## src/dtc_cfg.svh

```systemverilog
/*
 * constants for the dual timer control block: register addresses,
 * bit positions, reset value and prescale figures.
 * assumes it is included by bare name from the design file.
 */
`ifndef DTC_CFG_SVH
`define DTC_CFG_SVH

// ==========================================================
// register addresses in special-function-register space
`define DTC_ADDR_TIMER_RUN_AND_FLAG_CONTROL     8'h88
`define DTC_ADDR_TIMER_MODE_SELECT     8'h89
`define DTC_ADDR_TL0      8'h8A
`define DTC_ADDR_TL1      8'h8B
`define DTC_ADDR_TH0      8'h8C
`define DTC_ADDR_TH1      8'h8D
`define DTC_ADDR_TIMER_CLOCK_SELECT    8'h8E
`define DTC_RESET_VAL     8'h00
`define DTC_UNMAPPED_VAL  8'h00

// ==========================================================
// control register bits
`define DTC_TF1           7
`define DTC_TR1           6
`define DTC_TF0           5
`define DTC_TR0           4
`define DTC_IE1           3
`define DTC_IT1           2
`define DTC_IE0           1
`define DTC_IT0           0

// ==========================================================
// mode register bits
`define DTC_TIMER_ONE_GATE         7
`define DTC_CT1           6
`define DTC_MODE1_HI      5
`define DTC_MODE1_LO      4
`define DTC_TIMER_ZERO_GATE         3
`define DTC_CT0           2
`define DTC_MODE0_HI      1
`define DTC_MODE0_LO      0

// ==========================================================
// clock select register bits
`define DTC_TIMER_THREE_HIGH_CLK_SEL          7
`define DTC_TIMER_TWO_LOW_CLK_SEL          4
`define DTC_T1M           3
`define DTC_T0M           2
`define DTC_SCA_HI        1
`define DTC_SCA_LO        0

// ==========================================================
// prescaler: one counter spans the longest divide
`define DTC_DIV_LONG      48
`define DTC_DIV_MID       12
`define DTC_DIV_SHORT     4
`define DTC_EXT_DIV       8
`define DTC_PRESC_LAST    6'h2F
`define DTC_EXT_LAST      3'h7

// ==========================================================
// positions in the pin sample vector
`define DTC_PIN_EXTCLK    0
`define DTC_PIN_T0        1
`define DTC_PIN_T1        2
`define DTC_PIN_EXT_IRQ_ZERO_INPUT      3
`define DTC_PIN_EXT_IRQ_ONE_INPUT      4

`endif

```

## src/dtc_pkg.sv

```systemverilog
/*
 * types shared by the dual timer control block.
 * assumes the cpu drives the register port on the same clock.
 */
package dtc_pkg;

	// ==========================================================
	// register port from the cpu
	typedef struct packed {
		logic [7:0] addr;
		logic       wr;
		logic       rd;
		logic [7:0] wdata;
	} dtc_sfr_req_t;

	// interrupt vector acknowledges, one-cycle pulses
	typedef struct packed {
		logic t1;
		logic t0;
		logic ie1;
		logic ie0;
	} dtc_ack_t;

	// external pins, asynchronous
	typedef struct packed {
		logic ext_irq_one_input;
		logic ext_irq_zero_input;
		logic timer_one_count_pin;
		logic timer_zero_count_pin;
		logic ext_clock;
	} dtc_pins_t;

	// status towards interrupt controller and other timers
	typedef struct packed {
		logic [7:0] timer_run_and_flag_control;
		logic [3:0] t23_clk_sel;
		logic       t1_overflow;
		logic       sys_div12_tick;
		logic       ext_div8_tick;
	} dtc_status_t;

	typedef enum logic [1:0] {
		DTC_MODE_13BIT  = 2'h0,
		DTC_MODE_16BIT  = 2'h1,
		DTC_MODE_RELOAD = 2'h2,
		DTC_MODE_SPLIT  = 2'h3
	} dtc_mode_t;

	// ==========================================================
	// whole state of the block
	typedef struct packed {
		logic [7:0] timer_run_and_flag_control;
		logic [7:0] timer_mode_select;
		logic [7:0] tl0;
		logic [7:0] th0;
		logic [7:0] tl1;
		logic [7:0] th1;
		logic [7:0] timer_clock_select;
		logic [5:0] presc_cnt;
		logic [2:0] ext_cnt;
		logic [4:0] sync1;
		logic [4:0] sync2;
		logic [4:0] prev;
		logic [1:0] act_prev;
		logic [1:0] warm;
		logic [7:0] rdata;
		logic       t1_ovf;
		logic       div12_tick;
		logic       div8_tick;
	} dtc_state_t;

endpackage

```

## src/dtc_timers.sv

```systemverilog
/*
 * control, flag and clock-select registers of two counter/timers,
 * with their counting bytes and the shared prescaler.
 * assumes a cpu on clk driving the register port, and asynchronous
 * count, interrupt and external clock pins.
 */
`timescale 1ns/1ps
`default_nettype none
`include "dtc_cfg.svh"

// How it works
// [RULE1] timer one overflow sets its flag; software or vectoring clears it
// [RULE2] timer zero overflow sets its flag; software or vectoring clears it
// [RULE3] run bits 6 and 4 enable timer one and timer zero
// [RULE4] irq one flag set on selected edge or level; vector clears in edge mode
// [RULE5] level mode keeps each irq flag set while its input is active
// [RULE6] irq zero flag behaves like channel one under its own type bit
// [RULE7] type bits 2 and 0: zero level, one edge
// [RULE8] timer one gate makes it need run bit and active irq input
// [RULE9] timer zero gate makes it need run bit and active irq input
// [RULE10] timer one counts its clock, or falling pin edges in counter mode
// [RULE11] timer zero counts its clock, or falling pin edges in counter mode
// [RULE12] timer one modes: 13-bit, 16-bit, 8-bit reload, inactive
// [RULE13] timer zero modes: 13-bit, 16-bit, 8-bit reload, split bytes
// [RULE14] timer three high clock select only matters in split mode
// [RULE15] timer three low clock select picks external-select or system clock
// [RULE16] timer two high clock select only matters in split mode
// [RULE17] timer two low clock select picks external-select or system clock
// [RULE18] timer one clock select: prescaled or system, ignored as counter
// [RULE19] timer zero clock select: prescaled or system, ignored as counter
// [RULE20] prescale field gives sysclk/12, /4, /48 or external clock/8
// [RULE21] external clock/8 is synchronised; source must not exceed sysclk
// [RULE22] counting bytes are readable, writable and reset to zero
// [RULE23] 13-bit mode uses high byte and low five bits, flag on wrap
// [RULE24] reload mode counts low byte and reloads it from the high byte
// [RULE25] split mode high byte runs on timer one run bit, sets its flag
// [RULE26] external count source below quarter sysclk, two cycles per level
// [RULE27] pins synchronised; one falling edge gives exactly one event
module dtc_timers (
	input  wire logic               clk,
	input  wire logic               rst,
	input  wire dtc_pkg::dtc_sfr_req_t sfr_req,
	input  wire dtc_pkg::dtc_ack_t  vector_ack,
	input  wire dtc_pkg::dtc_pins_t pins,
	input  wire logic               irq_zero_polarity,
	input  wire logic               irq_one_polarity,
	output var  logic [7:0]         sfr_rdata,
	output var  dtc_pkg::dtc_status_t status
);
	import dtc_pkg::*;

	dtc_state_t s_reg;
	dtc_state_t s_next;

	// ==========================================================
	// decoded controls and events
	logic       wr_timer_run_and_flag_control, wr_timer_mode_select, wr_tl0, wr_th0, wr_tl1, wr_th1, wr_timer_clock_select;
	logic       fall_t0, fall_t1, ext_rise;
	logic       act0, act1, edge0, edge1;
	logic       div4, div12, div48, ext8, presc_tick;
	logic       split;
	dtc_mode_t  mode0, mode1;
	logic       tick0, tick1, tickh, run0, run1;
	logic       inc0, inc1, inch, ovf0, ovf1, ovfh, set_tf1;

	assign wr_timer_run_and_flag_control  = sfr_req.wr && sfr_req.addr == `DTC_ADDR_TIMER_RUN_AND_FLAG_CONTROL;
	assign wr_timer_mode_select  = sfr_req.wr && sfr_req.addr == `DTC_ADDR_TIMER_MODE_SELECT;
	assign wr_tl0   = sfr_req.wr && sfr_req.addr == `DTC_ADDR_TL0;
	assign wr_th0   = sfr_req.wr && sfr_req.addr == `DTC_ADDR_TH0;
	assign wr_tl1   = sfr_req.wr && sfr_req.addr == `DTC_ADDR_TL1;
	assign wr_th1   = sfr_req.wr && sfr_req.addr == `DTC_ADDR_TH1;
	assign wr_timer_clock_select = sfr_req.wr && sfr_req.addr == `DTC_ADDR_TIMER_CLOCK_SELECT;

	// edges only from second-stage samples and their history
	assign fall_t0  = s_reg.prev[`DTC_PIN_T0]
		&& !s_reg.sync2[`DTC_PIN_T0];                     // [RULE27]
	assign fall_t1  = s_reg.prev[`DTC_PIN_T1]
		&& !s_reg.sync2[`DTC_PIN_T1];                     // [RULE27]
	assign ext_rise = !s_reg.prev[`DTC_PIN_EXTCLK]
		&& s_reg.sync2[`DTC_PIN_EXTCLK];                  // [RULE21]

	// polarity one means the input is active high; synchroniser zeros
	// after reset would look active for a low-active pin, so wait first
	assign act0  = s_reg.warm[1]
		&& s_reg.sync2[`DTC_PIN_EXT_IRQ_ZERO_INPUT] == irq_zero_polarity;   // [RULE5]
	assign act1  = s_reg.warm[1]
		&& s_reg.sync2[`DTC_PIN_EXT_IRQ_ONE_INPUT] == irq_one_polarity;    // [RULE5]
	assign edge0 = act0 && !s_reg.act_prev[0];                // [RULE27]
	assign edge1 = act1 && !s_reg.act_prev[1];                // [RULE27]

	// ==========================================================
	// prescaler: one mod-48 counter serves all three divides
	assign div4  = s_reg.presc_cnt[1:0] == 2'h3;
	assign div12 = s_reg.presc_cnt == 6'h0B || s_reg.presc_cnt == 6'h17
		|| s_reg.presc_cnt == 6'h23 || s_reg.presc_cnt == `DTC_PRESC_LAST;
	assign div48 = s_reg.presc_cnt == `DTC_PRESC_LAST;
	// ext clock must not beat sysclk, or rising edges are missed
	assign ext8  = ext_rise && s_reg.ext_cnt == `DTC_EXT_LAST; // [RULE21]

	always_comb begin
		case (s_reg.timer_clock_select[`DTC_SCA_HI:`DTC_SCA_LO])                // [RULE20]
			2'h0:    presc_tick = div12;
			2'h1:    presc_tick = div4;
			2'h2:    presc_tick = div48;
			default: presc_tick = ext8;
		endcase
	end

	// ==========================================================
	// clock choice, run gating and overflow detection
	assign mode0 = dtc_mode_t'(s_reg.timer_mode_select[`DTC_MODE0_HI:`DTC_MODE0_LO]);
	assign mode1 = dtc_mode_t'(s_reg.timer_mode_select[`DTC_MODE1_HI:`DTC_MODE1_LO]);
	assign split = mode0 == DTC_MODE_SPLIT;                        // [RULE13]

	assign tick0 = s_reg.timer_mode_select[`DTC_CT0] ? fall_t0                  // [RULE11]
		: (s_reg.timer_clock_select[`DTC_T0M] ? 1'b1 : presc_tick);             // [RULE19]
	// in split mode timer one loses its pin; clock select still applies
	assign tick1 = (s_reg.timer_mode_select[`DTC_CT1] && !split) ? fall_t1      // [RULE10]
		: (s_reg.timer_clock_select[`DTC_T1M] ? 1'b1 : presc_tick);             // [RULE18]
	assign tickh = s_reg.timer_clock_select[`DTC_T0M] ? 1'b1 : presc_tick;      // [RULE25]

	assign run0 = s_reg.timer_run_and_flag_control[`DTC_TR0]                             // [RULE3]
		&& (!s_reg.timer_mode_select[`DTC_TIMER_ZERO_GATE] || act0);                      // [RULE9]
	// split mode hands the run bit to the high byte of timer zero
	assign run1 = mode1 != DTC_MODE_SPLIT && (split ? 1'b1         // [RULE12]
		: s_reg.timer_run_and_flag_control[`DTC_TR1]                                     // [RULE3]
		&& (!s_reg.timer_mode_select[`DTC_TIMER_ONE_GATE] || act1));                     // [RULE8]

	assign inc0 = run0 && tick0;
	assign inc1 = run1 && tick1;
	assign inch = split && s_reg.timer_run_and_flag_control[`DTC_TR1] && tickh;          // [RULE25]

	always_comb begin
		case (mode0)
			DTC_MODE_13BIT:
				ovf0 = {s_reg.th0, s_reg.tl0[4:0]} == 13'h1FFF;     // [RULE23]
			DTC_MODE_16BIT:
				ovf0 = {s_reg.th0, s_reg.tl0} == 16'hFFFF;
			default:
				ovf0 = s_reg.tl0 == 8'hFF;
		endcase
		ovf0 = ovf0 && inc0;
		case (mode1)
			DTC_MODE_13BIT:
				ovf1 = {s_reg.th1, s_reg.tl1[4:0]} == 13'h1FFF;     // [RULE23]
			DTC_MODE_16BIT:
				ovf1 = {s_reg.th1, s_reg.tl1} == 16'hFFFF;
			default:
				ovf1 = s_reg.tl1 == 8'hFF;
		endcase
		ovf1 = ovf1 && inc1;
	end

	assign ovfh    = inch && s_reg.th0 == 8'hFF;
	assign set_tf1 = split ? ovfh : ovf1;                         // [RULE25]

	// ==========================================================
	// next state
	always_comb begin
		s_next = s_reg;

		// two stages before any logic looks at a pin
		s_next.sync1    = pins;                                   // [RULE27]
		s_next.sync2    = s_reg.sync1;
		s_next.prev     = s_reg.sync2;
		s_next.act_prev = {act1, act0};
		s_next.warm     = {s_reg.warm[0], 1'b1};

		s_next.presc_cnt = div48 ? 6'h00 : s_reg.presc_cnt + 6'h01;
		if (ext_rise)
			s_next.ext_cnt = s_reg.ext_cnt + 3'h1;                 // [RULE21]
		s_next.div12_tick = div12;
		s_next.div8_tick  = ext8;
		s_next.t1_ovf     = ovf1;

		// timer zero
		if (inc0) begin
			case (mode0)
				DTC_MODE_13BIT:
					{s_next.th0, s_next.tl0[4:0]} =
						{s_reg.th0, s_reg.tl0[4:0]} + 13'h0001;     // [RULE23]
				DTC_MODE_16BIT:
					{s_next.th0, s_next.tl0} =
						{s_reg.th0, s_reg.tl0} + 16'h0001;
				DTC_MODE_RELOAD:
					s_next.tl0 = (s_reg.tl0 == 8'hFF) ? s_reg.th0
						: s_reg.tl0 + 8'h01;                        // [RULE24]
				default:
					s_next.tl0 = s_reg.tl0 + 8'h01;                 // [RULE13]
			endcase
		end
		if (inch)
			s_next.th0 = s_reg.th0 + 8'h01;                        // [RULE25]

		// timer one
		if (inc1) begin
			case (mode1)
				DTC_MODE_13BIT:
					{s_next.th1, s_next.tl1[4:0]} =
						{s_reg.th1, s_reg.tl1[4:0]} + 13'h0001;     // [RULE23]
				DTC_MODE_16BIT:
					{s_next.th1, s_next.tl1} =
						{s_reg.th1, s_reg.tl1} + 16'h0001;
				default:
					s_next.tl1 = (s_reg.tl1 == 8'hFF) ? s_reg.th1
						: s_reg.tl1 + 8'h01;                        // [RULE24]
			endcase
		end

		// software writes win over counting in the same cycle
		if (wr_tl0)
			s_next.tl0 = sfr_req.wdata;                            // [RULE22]
		if (wr_th0)
			s_next.th0 = sfr_req.wdata;                            // [RULE22]
		if (wr_tl1)
			s_next.tl1 = sfr_req.wdata;                            // [RULE22]
		if (wr_th1)
			s_next.th1 = sfr_req.wdata;                            // [RULE22]
		if (wr_timer_mode_select)
			s_next.timer_mode_select = sfr_req.wdata;                           // [RULE12]
		// upper nibble feeds timers two and three outside
		if (wr_timer_clock_select)
			s_next.timer_clock_select = sfr_req.wdata;                          // [RULE17]

		// flags: write, then vector clear, then hardware set wins
		if (wr_timer_run_and_flag_control)
			s_next.timer_run_and_flag_control = sfr_req.wdata;                           // [RULE3]
		if (vector_ack.t1)
			s_next.timer_run_and_flag_control[`DTC_TF1] = 1'b0;                          // [RULE1]
		if (vector_ack.t0)
			s_next.timer_run_and_flag_control[`DTC_TF0] = 1'b0;                          // [RULE2]
		if (vector_ack.ie1 && s_reg.timer_run_and_flag_control[`DTC_IT1])
			s_next.timer_run_and_flag_control[`DTC_IE1] = 1'b0;                          // [RULE4]
		if (vector_ack.ie0 && s_reg.timer_run_and_flag_control[`DTC_IT0])
			s_next.timer_run_and_flag_control[`DTC_IE0] = 1'b0;                          // [RULE6]
		if (set_tf1)
			s_next.timer_run_and_flag_control[`DTC_TF1] = 1'b1;                          // [RULE1]
		if (ovf0)
			s_next.timer_run_and_flag_control[`DTC_TF0] = 1'b1;                          // [RULE2]
		// type bit one: edge; zero: level held while active
		if (s_reg.timer_run_and_flag_control[`DTC_IT1] ? edge1 : act1)                    // [RULE7]
			s_next.timer_run_and_flag_control[`DTC_IE1] = 1'b1;                          // [RULE5]
		if (s_reg.timer_run_and_flag_control[`DTC_IT0] ? edge0 : act0)                    // [RULE7]
			s_next.timer_run_and_flag_control[`DTC_IE0] = 1'b1;                          // [RULE6]

		// read data is registered; unmapped addresses read zero
		if (sfr_req.rd) begin
			case (sfr_req.addr)
				`DTC_ADDR_TIMER_RUN_AND_FLAG_CONTROL:  s_next.rdata = s_reg.timer_run_and_flag_control;
				`DTC_ADDR_TIMER_MODE_SELECT:  s_next.rdata = s_reg.timer_mode_select;
				`DTC_ADDR_TL0:   s_next.rdata = s_reg.tl0;          // [RULE22]
				`DTC_ADDR_TL1:   s_next.rdata = s_reg.tl1;
				`DTC_ADDR_TH0:   s_next.rdata = s_reg.th0;
				`DTC_ADDR_TH1:   s_next.rdata = s_reg.th1;
				`DTC_ADDR_TIMER_CLOCK_SELECT: s_next.rdata = s_reg.timer_clock_select;
				default:         s_next.rdata = `DTC_UNMAPPED_VAL;
			endcase
		end
	end

	// ==========================================================
	// state register
	always_ff @(posedge clk) begin
		if (rst)
			s_reg <= '0;                                           // [RULE22]
		else
			s_reg <= s_next;
	end

	assign sfr_rdata             = s_reg.rdata;
	assign status.timer_run_and_flag_control           = s_reg.timer_run_and_flag_control;
	// timers two and three apply the high selects only in their split mode
	assign status.t23_clk_sel    = s_reg.timer_clock_select[`DTC_TIMER_THREE_HIGH_CLK_SEL:`DTC_TIMER_TWO_LOW_CLK_SEL]; // [RULE14]
	assign status.t1_overflow    = s_reg.t1_ovf;
	assign status.sys_div12_tick = s_reg.div12_tick;              // [RULE15]
	assign status.ext_div8_tick  = s_reg.div8_tick;               // [RULE16]
endmodule
`default_nettype wire
```

## config.mk

```make
export PLATFORM = sky130hd
export DESIGN_NAME = dtc_timers
export DESIGN_NICKNAME = d
export VERILOG_FILES = /design/src/dtc_pkg.sv /design/src/dtc_timers.sv
export VERILOG_INCLUDE_DIRS = /design/src /design/src/src
export SDC_FILE = /design/constraint.sdc
export NUM_CORES = 1
export LEC_CHECK = 0
export BUFFER_PORTS_ARGS = -buffer_cell sky130_fd_sc_hd__buf_2
export CAP_MARGIN = 15
export CORE_MARGIN = 1
export CORE_UTILIZATION = 60
export CTS_BUF_LIST = sky130_fd_sc_hd__clkbuf_16
export DETAILED_ROUTE_END_ITERATION = 6
export GPL_TIMING_DRIVEN = 0
export PLACE_DENSITY = 0.89
export SLEW_MARGIN = 20
export SYNTH_ARGS = -nofsm -noshare
export SYNTH_HDL_FRONTEND = slang
export SYNTH_SLANG_ARGS = --single-unit
```

## constraint.sdc

```tcl
create_clock -name clk -period 4.45 [get_ports clk]
set_clock_uncertainty 0.1 [all_clocks]
set_input_delay 0 -clock clk [delete_from_list [all_inputs] [get_ports clk]]
set_output_delay 0 -clock clk [all_outputs]
set_load 0.01 [all_outputs]
```

# Yosys cells after proc, flatten, opt, wreduce, memory -nomap -nowiden
# Index checks and enable logic that the tools add are counted.
[totals]
register_bits = 93
latch_bits = 0
ramBits = 0
romBits = 0
inputBits = 31
out_inout_bits = 23
elab_cells = 162
n_memories = 0
[classes]
add_sub_neg = 9
n_mul = 0
n_div = 0
order_cmp = 0
eq_ne = 31
shifts = 0
n_mux = 38
bitwise_logic = 0
n_reduce_logical = 59
[ops]
columns = ["operator", "count"]
rows = [
  ["== test 8 bit (second input constant)", 10],
  ["two-way mux 8 bit", 9],
  ["one-hot mux 8 bit (7 select lines)", 1],
  ["adder 16 x 1 -> 16 bit (second input constant)", 2],
  ["== test 16 bit (second input constant)", 2],
  ["two-way mux 16 bit", 2],
  ["one-hot mux 8 bit (2 select lines)", 2],
  ["logical AND 1 bit", 28],
  ["adder 13 x 1 -> 13 bit (second input constant)", 2],
  ["== test 13 bit (second input constant)", 2],
  ["adder 8 x 1 -> 8 bit (second input constant)", 3],
  ["nonzero test 3 bit", 6],
  ["two-way mux 1 bit", 16],
  ["one-hot mux 5 bit (3 select lines)", 1],
  ["== test 6 bit (second input constant)", 2],
  ["two-way mux 12 bit", 1],
  ["one-hot mux 5 bit (2 select lines)", 1],
  ["one-hot mux 3 bit (3 select lines)", 1],
  ["== test 2 bit (second input constant)", 4],
  ["zero test 1 bit", 8],
  ["AND reduction 2 bit", 4],
  ["adder 6 x 1 -> 6 bit (second input constant)", 1],
  ["== test 2 x 1 -> 1 bit (second input constant)", 3],
  ["== test 6 x 4 -> 1 bit (second input constant)", 1],
  ["other kinds (13)", 25],
]

# Longest topological paths before layout
# Gate-level depths: netlist of run 1.
[depth]
ltp_word = 11
depth_mapped = 9

# Least setup slack after synthesis of run 1
# Ideal clock, no wire load.
[synth_path]
kind = "reg-to-reg"
startpoint = "reg s_reg[30] (netlist bit)"
endpoint = "reg s_reg[67] (netlist bit)"
setup_ps = 91
t_arrival_ps = 2244
t_required_ps = 4259
path_slack_ps = 2015
stages_incl_launch_ff = 9
n_path_buf = 0
path_cell_list = "dfxtp_1 > ha_1 > ha_1 > and3b_1 > a221o_1 > a311o_4 > a32oi_2 > o21ai_0 > a311oi_1"
[synth_via]
elab_chain_cells = 8
[synth_rtl]
columns = ["item", "line_no", "rtl"]
rows = [
  ["start: declaration", "dtc_timers.sv:52", "dtc_state_t s_reg;"],
  ["start signal: assignment", "dtc_timers.sv:267", "s_reg <= s_next;"],
  ["== test 3 bit (no line) (*)", "-", ""],
  ["logical AND 1 bit (no line) (*)", "-", ""],
  ["one-hot mux 1 bit (3 select lines) (*)", "dtc_timers.sv:101", "case (s_reg.timer_clock_select[`DTC_SCA_HI:`DTC_SCA_LO])"],
  ["two-way mux 1 bit (*)", "dtc_timers.sv:116, dtc_timers.sv:120", ""],
  ["two-way mux 1 bit", "dtc_timers.sv:115", "assign tick0 = s_reg.timer_mode_select[`DTC_CT0] ? fall_t0"],
  ["logical AND 1 bit", "dtc_timers.sv:129", "assign inc0 = run0 && tick0;"],
  ["nonzero test 3 bit (no line)", "-", ""],
  ["AND reduction 2 bit (no line)", "-", ""],
]
# Every way passes the cells marked *; elsewhere a longest branch is shown, timed or not.
# A chain may end at the register's enable or synchronous reset.

# Final worst setup path of run 1
[layout_path]
startpoint = "reg s_reg, in the netlist mode0[1]"
endpoint = "reg s_reg, in the netlist status[14]"
[layout_via]
elab_chain_cells = 8
[layout_rtl]
columns = ["item", "line_no", "rtl"]
rows = [
  ["== test 2 bit (*)", "dtc_timers.sv:113", "assign split = mode0 == DTC_MODE_SPLIT;"],
  ["zero test 1 bit", "dtc_timers.sv:118", "assign tick1 = (s_reg.timer_mode_select[`DTC_CT1] && !split) ? fall_t1"],
  ["logical AND 1 bit", "dtc_timers.sv:118", ""],
  ["two-way mux 1 bit", "dtc_timers.sv:118", ""],
  ["logical AND 1 bit", "dtc_timers.sv:130", "assign inc1 = run1 && tick1;"],
  ["logical AND 1 bit", "dtc_timers.sv:151", "ovf1 = ovf1 && inc1;"],
  ["two-way mux 1 bit (*)", "dtc_timers.sv:155", "assign set_tf1 = split ? ovfh : ovf1;"],
  ["nonzero test 3 bit (no line) / two-way mux 1 bit (equally long branches)", "-", ""],
]
# Marks and branches as above.

==> run summary, run 1 <==
number of DRC markers after the initial detailed-route iteration: 724
setup repair after global routing missed its margin: false
PnR Total Power: 1.830 mW
Max IR drop VDD: 301.5 uV
area grow syn2layout: 16.97%
CP required: 4.64 ns
HPWL reported at the end of detailed placement: 13350 um
routed wire length: 19020 um
source-to-sink clock delay at the later pin of the worst-skew pair: 0.34 ns
fraction of layout cells with a size suffix above 1: 14.82%
Antenna Diode Count: 0
worst-path cell chain: ha_1 -> inv_1 -> o21ai_0 -> nand3_1 -> a2111oi_0 -> o21a_1
TritonCTS clock tree: built
final-report setup violation count: 0
fill count: 656
leakage power: 2.544 nW
Worst Tran Pin Value: 1.213 ns
share of the synthesized area in the top cell type: 34.21%
signal arrival time at the worst endpoint: 3.52 ns
routed len/inst: 22.20 um
WHS Path Cells: 5
largest net degree at the start of global routing: 17
total global routing overflow: 0
area inside the core boundary: 8763 um2
maximum clock path buffer count: 2
io pins: 54
part of the cycle the worst path needs: 74.90%
max-cap violation count: 0
Final GP Congestion: 1.012
category of the most critical setup path: register to register
Syn Std Cell Area: 5441 um2
clock sink count: 93
Pwr Density: 287.4 nW/um2
startpoint types: register
Cells after Synth: 661
Final Max Slew Viols: 0
run status: completed
logic depth of the worst register-to-register path: 6
Worst path max stage delay: 1.12 ns
Die W: 97.23 um
initial cell density of the core: 62.09%
cell with the largest stage delay on the worst path: sky130_fd_sc_hd__a2111oi_0
Port-buffer cells: 51
time the worst path needs with I/O delays and setup: 3.333 ns
Post-Place Setup Slack: 1.424 ns
maximum operating frequency: 0.3000 GHz
global-route wire length before repair: 29330 um
floorplan die height: 97.23 um
remaining number of nets flagged by the antenna check after routing: 0
setup repair bufs after CTS: 0
area occupied by multi-input gates: 3172 um2
yosys warns: 0
clock-pin slew on the worst setup and hold paths: 0.08 ns
hold violation total from the final report: 0
max_slew headroom: 17.03%
Avg Cell Area, Syn: 8.232 um2
Hold Crit Class: input pin to register
Initial DRT Pass Iterations: 5
# rows: 34
maximum fanout along the worst path: 6
Worst setup EP type: register
ys async rst share: 0%
number of nets in the layout: 785
ys flop type: sky130_fd_sc_hd__dfxtp_1
vias in the first global route: 5457
FF/Latch Area: 1862 um2
initial antenna violation count: 0
vias per inst: 6.627
max reg flops: 55
DIE AREA: 9454 um2
H-tree Lvls: 3
unique cell type count in the Yosys netlist: 74
gr usage total: 40.11%
cell types occupying the most area after synthesis: sky130_fd_sc_hd__dfxtp_1, sky130_fd_sc_hd__mux2i_1, sky130_fd_sc_hd__nor2_1
Clock Root Buffer: sky130_fd_sc_hd__clkbuf_16
top cell type by total area after synthesis: sky130_fd_sc_hd__dfxtp_1
sequential area share after synthesis: 34.21%
Sum Neg Setup Slack: 0 ns
setup ws final: 1.117 ns
flip-flop and latch count after synthesis: 93
total number of vias: 5679
synthesized net count: 702
number of enable-type register cells in the synthesized netlist: 0
Residual DRC: 0
clock buffer count from CTS: 9
-- logic make-up after synthesis --
family	count (synthesis)	share of synthesized area, %
mux	36	6.875
buf+inv	82	7.496
fa+ha+maj	10	2.299
flops	93	34.21
compound gates	156	21.02
simple gates	263	24.72
xor+xnor	21	3.380
-- cells in the mapped netlist (all sizes together), types with 5 or more instances --
library cell / number
inv: 17
o22ai: 9
a22oi: 8
nand3: 33
a211oi: 11
nand2: 45
a311oi: 10
nand2b: 7
mux2i: 34
o221ai: 5
o31ai: 7
ha: 10
a22o: 11
o21ai: 25
dfxtp: 93
buf: 30
nor2b: 20
nor3: 8
and3: 25
nor2: 74
a21oi: 25
or4: 5
nand4: 12
xnor2: 6
xor2: 15
clkbuf: 35
and2: 8
-- power by group --
| group | switching, mW | leakage (nW) | internal, mW |
|---|---|---|---|
| clock network | 0.352 | 0.158 | 0.496 |
| logic | 0.0785 | 1.63 | 0.0473 |
| registers | 0.0106 | 0.753 | 0.845 |
| total | 0.441 | 2.54 | 1.39 |
-- worst max-delay path: cells and delay by family (launching register included) --
family / cells / cell delay [ns]
compound gates: 3 / 1.64
flops: 1 / 0.48
fa+ha+maj: 1 / 0.45
simple gates: 1 / 0.40
buf+inv: 1 / 0.21
-- worst paths after layout --
path          startpoint      endpoint  slack [ns]
max             mode0[1]    status[14]        1.12
min          sfr_req[12]  sfr_rdata[4]        0.19
max reg2reg     mode0[1]    status[14]        1.12
min reg2reg   s_next[12]     s_reg[12]        0.35
-- layer usage --
metal	vias to the layer above	track usage [%]	wire length [um]
li1	2558	-	-
met1	2650	54.52	7657
met2	389	61.16	8283
met3	82	7.338	2140
met4	0	20.25	940
met5	-	0	0
-- final cells by class --
| cell class | instances | area share (%) |
|---|---|---|
| repair buffers | 72 | 7.313 |
| well taps | 108 | 2.123 |
| inverters | 17 | 1.003 |
| flip-flops and latches | 93 | 29.25 |
| plain buffers | 65 | 5.406 |
| clock buffers | 9 | 3.538 |
| clock inverters | 7 | 1.533 |
| multi-input cells | 486 | 49.83 |
-- placed cells by master, fill, tap and decap left out, types with 4 or more instances in the layout --
cell type and instances:
sky130_fd_sc_hd__dfxtp_1 93, sky130_fd_sc_hd__nor2_1 74, sky130_fd_sc_hd__buf_2 56, sky130_fd_sc_hd__nand2_1 45
sky130_fd_sc_hd__clkbuf_1 34, sky130_fd_sc_hd__mux2i_1 34, sky130_fd_sc_hd__nand3_1 33, sky130_fd_sc_hd__a21oi_1 25
sky130_fd_sc_hd__and3_1 24, sky130_fd_sc_hd__buf_4 24, sky130_fd_sc_hd__o21ai_0 23, sky130_fd_sc_hd__dlygate4sd3_1 21
sky130_fd_sc_hd__nor2b_1 20, sky130_fd_sc_hd__inv_1 18, sky130_fd_sc_hd__xor2_1 15, sky130_fd_sc_hd__nand4_1 12
sky130_fd_sc_hd__a211oi_1 11, sky130_fd_sc_hd__a22o_1 11, sky130_fd_sc_hd__ha_1 10, sky130_fd_sc_hd__a311oi_1 9
sky130_fd_sc_hd__o22ai_1 9, sky130_fd_sc_hd__clkbuf_16 9, sky130_fd_sc_hd__nor3_1 8, sky130_fd_sc_hd__a22oi_1 8
sky130_fd_sc_hd__nand2b_1 7, sky130_fd_sc_hd__and2_1 7, sky130_fd_sc_hd__o31ai_1 7, sky130_fd_sc_hd__xnor2_1 6
sky130_fd_sc_hd__o221ai_1 5, sky130_fd_sc_hd__or4_1 5, sky130_fd_sc_hd__o21a_1 4, sky130_fd_sc_hd__a31oi_1 4
sky130_fd_sc_hd__or3_1 4
-- through the flow --
| stage | instance area, um2 | util (%) | hold WS [ns] | instances |
|---|---|---|---|---|
| final | 6365 | 72.63 | 0.1869 | 857 |
| after global routing | 6365 | 72.63 | 0.2351 | 857 |
| after CTS | 6365 | 72.63 | 0.1772 | 857 |
| after detailed placement | 5832 | 66.55 | 0.1136 | 820 |
| after global placement | 5832 | 66.55 | 0.1179 | 820 |
| after floorplan | 5441 | - | -0.003223 | 661 |
-- what timing repair did --
action | 4_1_cts | 5_1_grt
hold buffers | 21 | 0
resized for setup | 0 | 0
endpoints found under the hold margin | 43 | 0
(Power assumes the default switching activity.)
==> run 2: changes to the inputs <==
ABC_AREA = 1   (was unset)
CORE_UTILIZATION = 55   (was 60)
PLACE_DENSITY = 0.86   (was 0.89)
clock period = 2.7 ns   (was 4.45 ns; I/O delays follow)
==> run summary, run 2 <==
run status: completed
area occupied by multi-input gates: 3406 um2
part of the cycle the worst path needs: 89.46%
flip-flop and latch count after synthesis: 93
most used cells in the layout excluding fill and tap cells: sky130_fd_sc_hd__nand2_1, sky130_fd_sc_hd__inv_1, sky130_fd_sc_hd__nor2_1
final-report setup violation count: 0
clock sink count: 93
Cells after Synth: 927
PnR Total Power: 2.932 mW
post-synthesis share of cell area spent on full adders, half adders and majority gates: 2.095%
global-route wire length before repair: 30300 um
Antenna Diode Count: 0
Residual DRC: 0
number of cells upsized or downsized after cts: 0
setup repair bufs after CTS: 0
hold bufs inserted after CTS: 21
signal arrival time at the worst endpoint: 2.53 ns
Pwr Density: 423.3 nW/um2
Post-Place Setup Slack: 0.3641 ns
share of the synthesized area in the top cell type: 31.17%
unique cell type count in the Yosys netlist: 48
maximum operating frequency: 0.4140 GHz
# rows: 37
setup ws final: 0.2846 ns
fill count: 935
largest net degree at the start of global routing: 19
compound-cell area share of the yosys netlist: 17.95%
remaining number of nets flagged by the antenna check after routing: 0
clock buffer count from CTS: 9
yosys warns: 0
Worst setup EP type: register
H-tree Lvls: 3
initial cell density of the core: 57.35%
time the worst path needs with I/O delays and setup: 2.415 ns
Sum Neg Setup Slack: 0 ns
area grow syn2layout: 15.94%
xor and xnor area share after synthesis: 3.666%
power share of the clock group: 46.1%
dominant combinational cell family by area after synthesis: simple AND/OR/NAND/NOR gates
Avg Cell Area, Syn: 6.444 um2
Max IR drop VDD: 446.4 uV
routed len/inst: 16.46 um
most instantiated library cell after synthesis: sky130_fd_sc_hd__nand2_1
Initial DRT Pass Iterations: 7
synthesized net count: 968
total number of vias: 6693
Net Switching: 0.7347 mW
switching portion of total power: 25.06%
final non-filler cell area: 6925 um2
vias per inst: 5.815
maximum fanout along the worst path: 10
FF/Latch Area: 1862 um2
gr usage total: 34.61%
io pins: 54
multiplexer share of the synthesized area: 0.1676%
ys async rst share: 0%
Final GP Congestion: 0.9971
max reg flops: 55
simple logic cell fraction of the synthesized area: 33.14%
DIE AREA: 11280 um2
proportion of power drawn by flip-flops and latches: 47.8%
max_slew headroom: 46.77%
source-to-sink clock delay at the later pin of the worst-skew pair: 0.36 ns
category of the most critical setup path: register to register
top cell type by total area after synthesis: sky130_fd_sc_hd__dfxtp_1
sequential area share after synthesis: 31.17%
Clock Root Buffer: sky130_fd_sc_hd__clkbuf_16
most common library cell in the layout ignoring fill and taps: sky130_fd_sc_hd__nand2_1
routed wire length: 18950 um
maximum clock path buffer count: 2
ranking of synthesized cells by instance count: sky130_fd_sc_hd__nand2_1, sky130_fd_sc_hd__inv_1, sky130_fd_sc_hd__nor2_1
hold slack final: 0.02204 ns
TritonCTS clock tree: built
ys flop type: sky130_fd_sc_hd__dfxtp_1
max-cap violation count: 0
clock-pin slew on the worst setup and hold paths: 0.07 ns
Hold Crit Class: input pin to register
total global routing overflow: 0
internal power component: 2.197 mW
number of nets in the layout: 1051
Worst Tran Pin Value: 0.7924 ns
number of DRC markers after the initial detailed-route iteration: 675
Port-buffer cells: 51
leakage power: 2.925 nW
Final Max Slew Viols: 0
hold violation total from the final report: 0
startpoint types: register
vias in the first global route: 6196
area post-placement: 6399 um2
Die W: 106.2 um
HPWL reported at the end of detailed placement: 13840 um
Syn Std Cell Area: 5973 um2
initial antenna violation count: 0
number of enable-type register cells in the synthesized netlist: 0
fraction of layout cells with a size suffix above 1: 13.00%
cell types occupying the most area after synthesis: sky130_fd_sc_hd__dfxtp_1, sky130_fd_sc_hd__nand2_1, sky130_fd_sc_hd__inv_1
setup repair after global routing missed its margin: false
CP required: 2.82 ns
share of power burned in combinational logic: 6.1%
floorplan die height: 106.2 um
area inside the core boundary: 10420 um2
[run 2: cell types whose count changed after synthesis, sizes merged, moves of 32 or more]
cell,change
nor2,+32
a21oi,+55
inv,+94
mux2i,-33
o21ai,+50
nand2,+187
[run 2: path summary, 6_finish.rpt]
path	start	endpoint	slack (ns)	cells past startpoint
max reg2reg	mode0[1]	s_reg[78]	0.28	12
min	rst	status[8]	0.02	4
max	mode0[1]	s_reg[78]	0.28	12
min reg2reg	s_next[20]	s_next[15]	0.30	2
[run 2: layer usage]
metal  wire (um)  GRT usage [%]  vias up
li1            -              -     3201
met1        7396          42.60     3007
met2        8655          56.91      414
met3        2001          6.315       71
met4         894          19.15        0
met5           0              0        -
[run 2: cells by family (layout without fill, tap and decap cells)]
| group | after synthesis | in the layout |
|---|---|---|
| mux | 1 | 1 |
| buf+inv | 158 | 246 |
| simple gates | 444 | 444 |
| flops | 93 | 93 |
| fa+ha+maj | 10 | 10 |
| xor+xnor | 25 | 25 |
| compound gates | 196 | 196 |
[run 2: final cells by class]
type                    instances  area share [%]
multi-input cells             676           49.18
flip-flops and latches         93           26.88
repair buffers                 72           6.721
inverters                     112           6.070
plain buffers                  46           4.119
clock buffers                   9           3.252
well taps                     136           2.457
clock inverters                 7           1.319
[run 2: per-stage QoR]
step                util, %  std cells
detailed placement    61.43       1114
global route          66.49       1151
floorplan                 -        927
finish                66.49       1151
global placement      61.43       1114
CTS                   66.49       1151
[run 2: power groups by stage]
| stage | combinational, mW | sequential (mW) | clock, mW |
|---|---|---|---|
| floorplan | 0.0769 | 1.43 | 0 |
| global placement | 0.148 | 1.43 | 0 |
| detailed placement | 0.150 | 1.43 | 0 |
| CTS | 0.173 | 1.40 | 1.34 |
| global route | 0.191 | 1.40 | 1.41 |
| finish | 0.178 | 1.40 | 1.35 |
[run 2: worst max-delay path, cell delays in order (launching register included)]
cell	delay [ns]
sky130_fd_sc_hd__dfxtp_1	0.36
sky130_fd_sc_hd__inv_1	0.10
sky130_fd_sc_hd__ha_1	0.18
sky130_fd_sc_hd__clkbuf_1	0.22
sky130_fd_sc_hd__inv_1	0.12
sky130_fd_sc_hd__clkbuf_1	0.35
sky130_fd_sc_hd__nand2_1	0.10
sky130_fd_sc_hd__a21oi_1	0.26
sky130_fd_sc_hd__nor3_1	0.07
sky130_fd_sc_hd__o21ai_0	0.18
sky130_fd_sc_hd__o21ai_0	0.11
sky130_fd_sc_hd__nand2_1	0.07
sky130_fd_sc_hd__a21oi_1	0.05
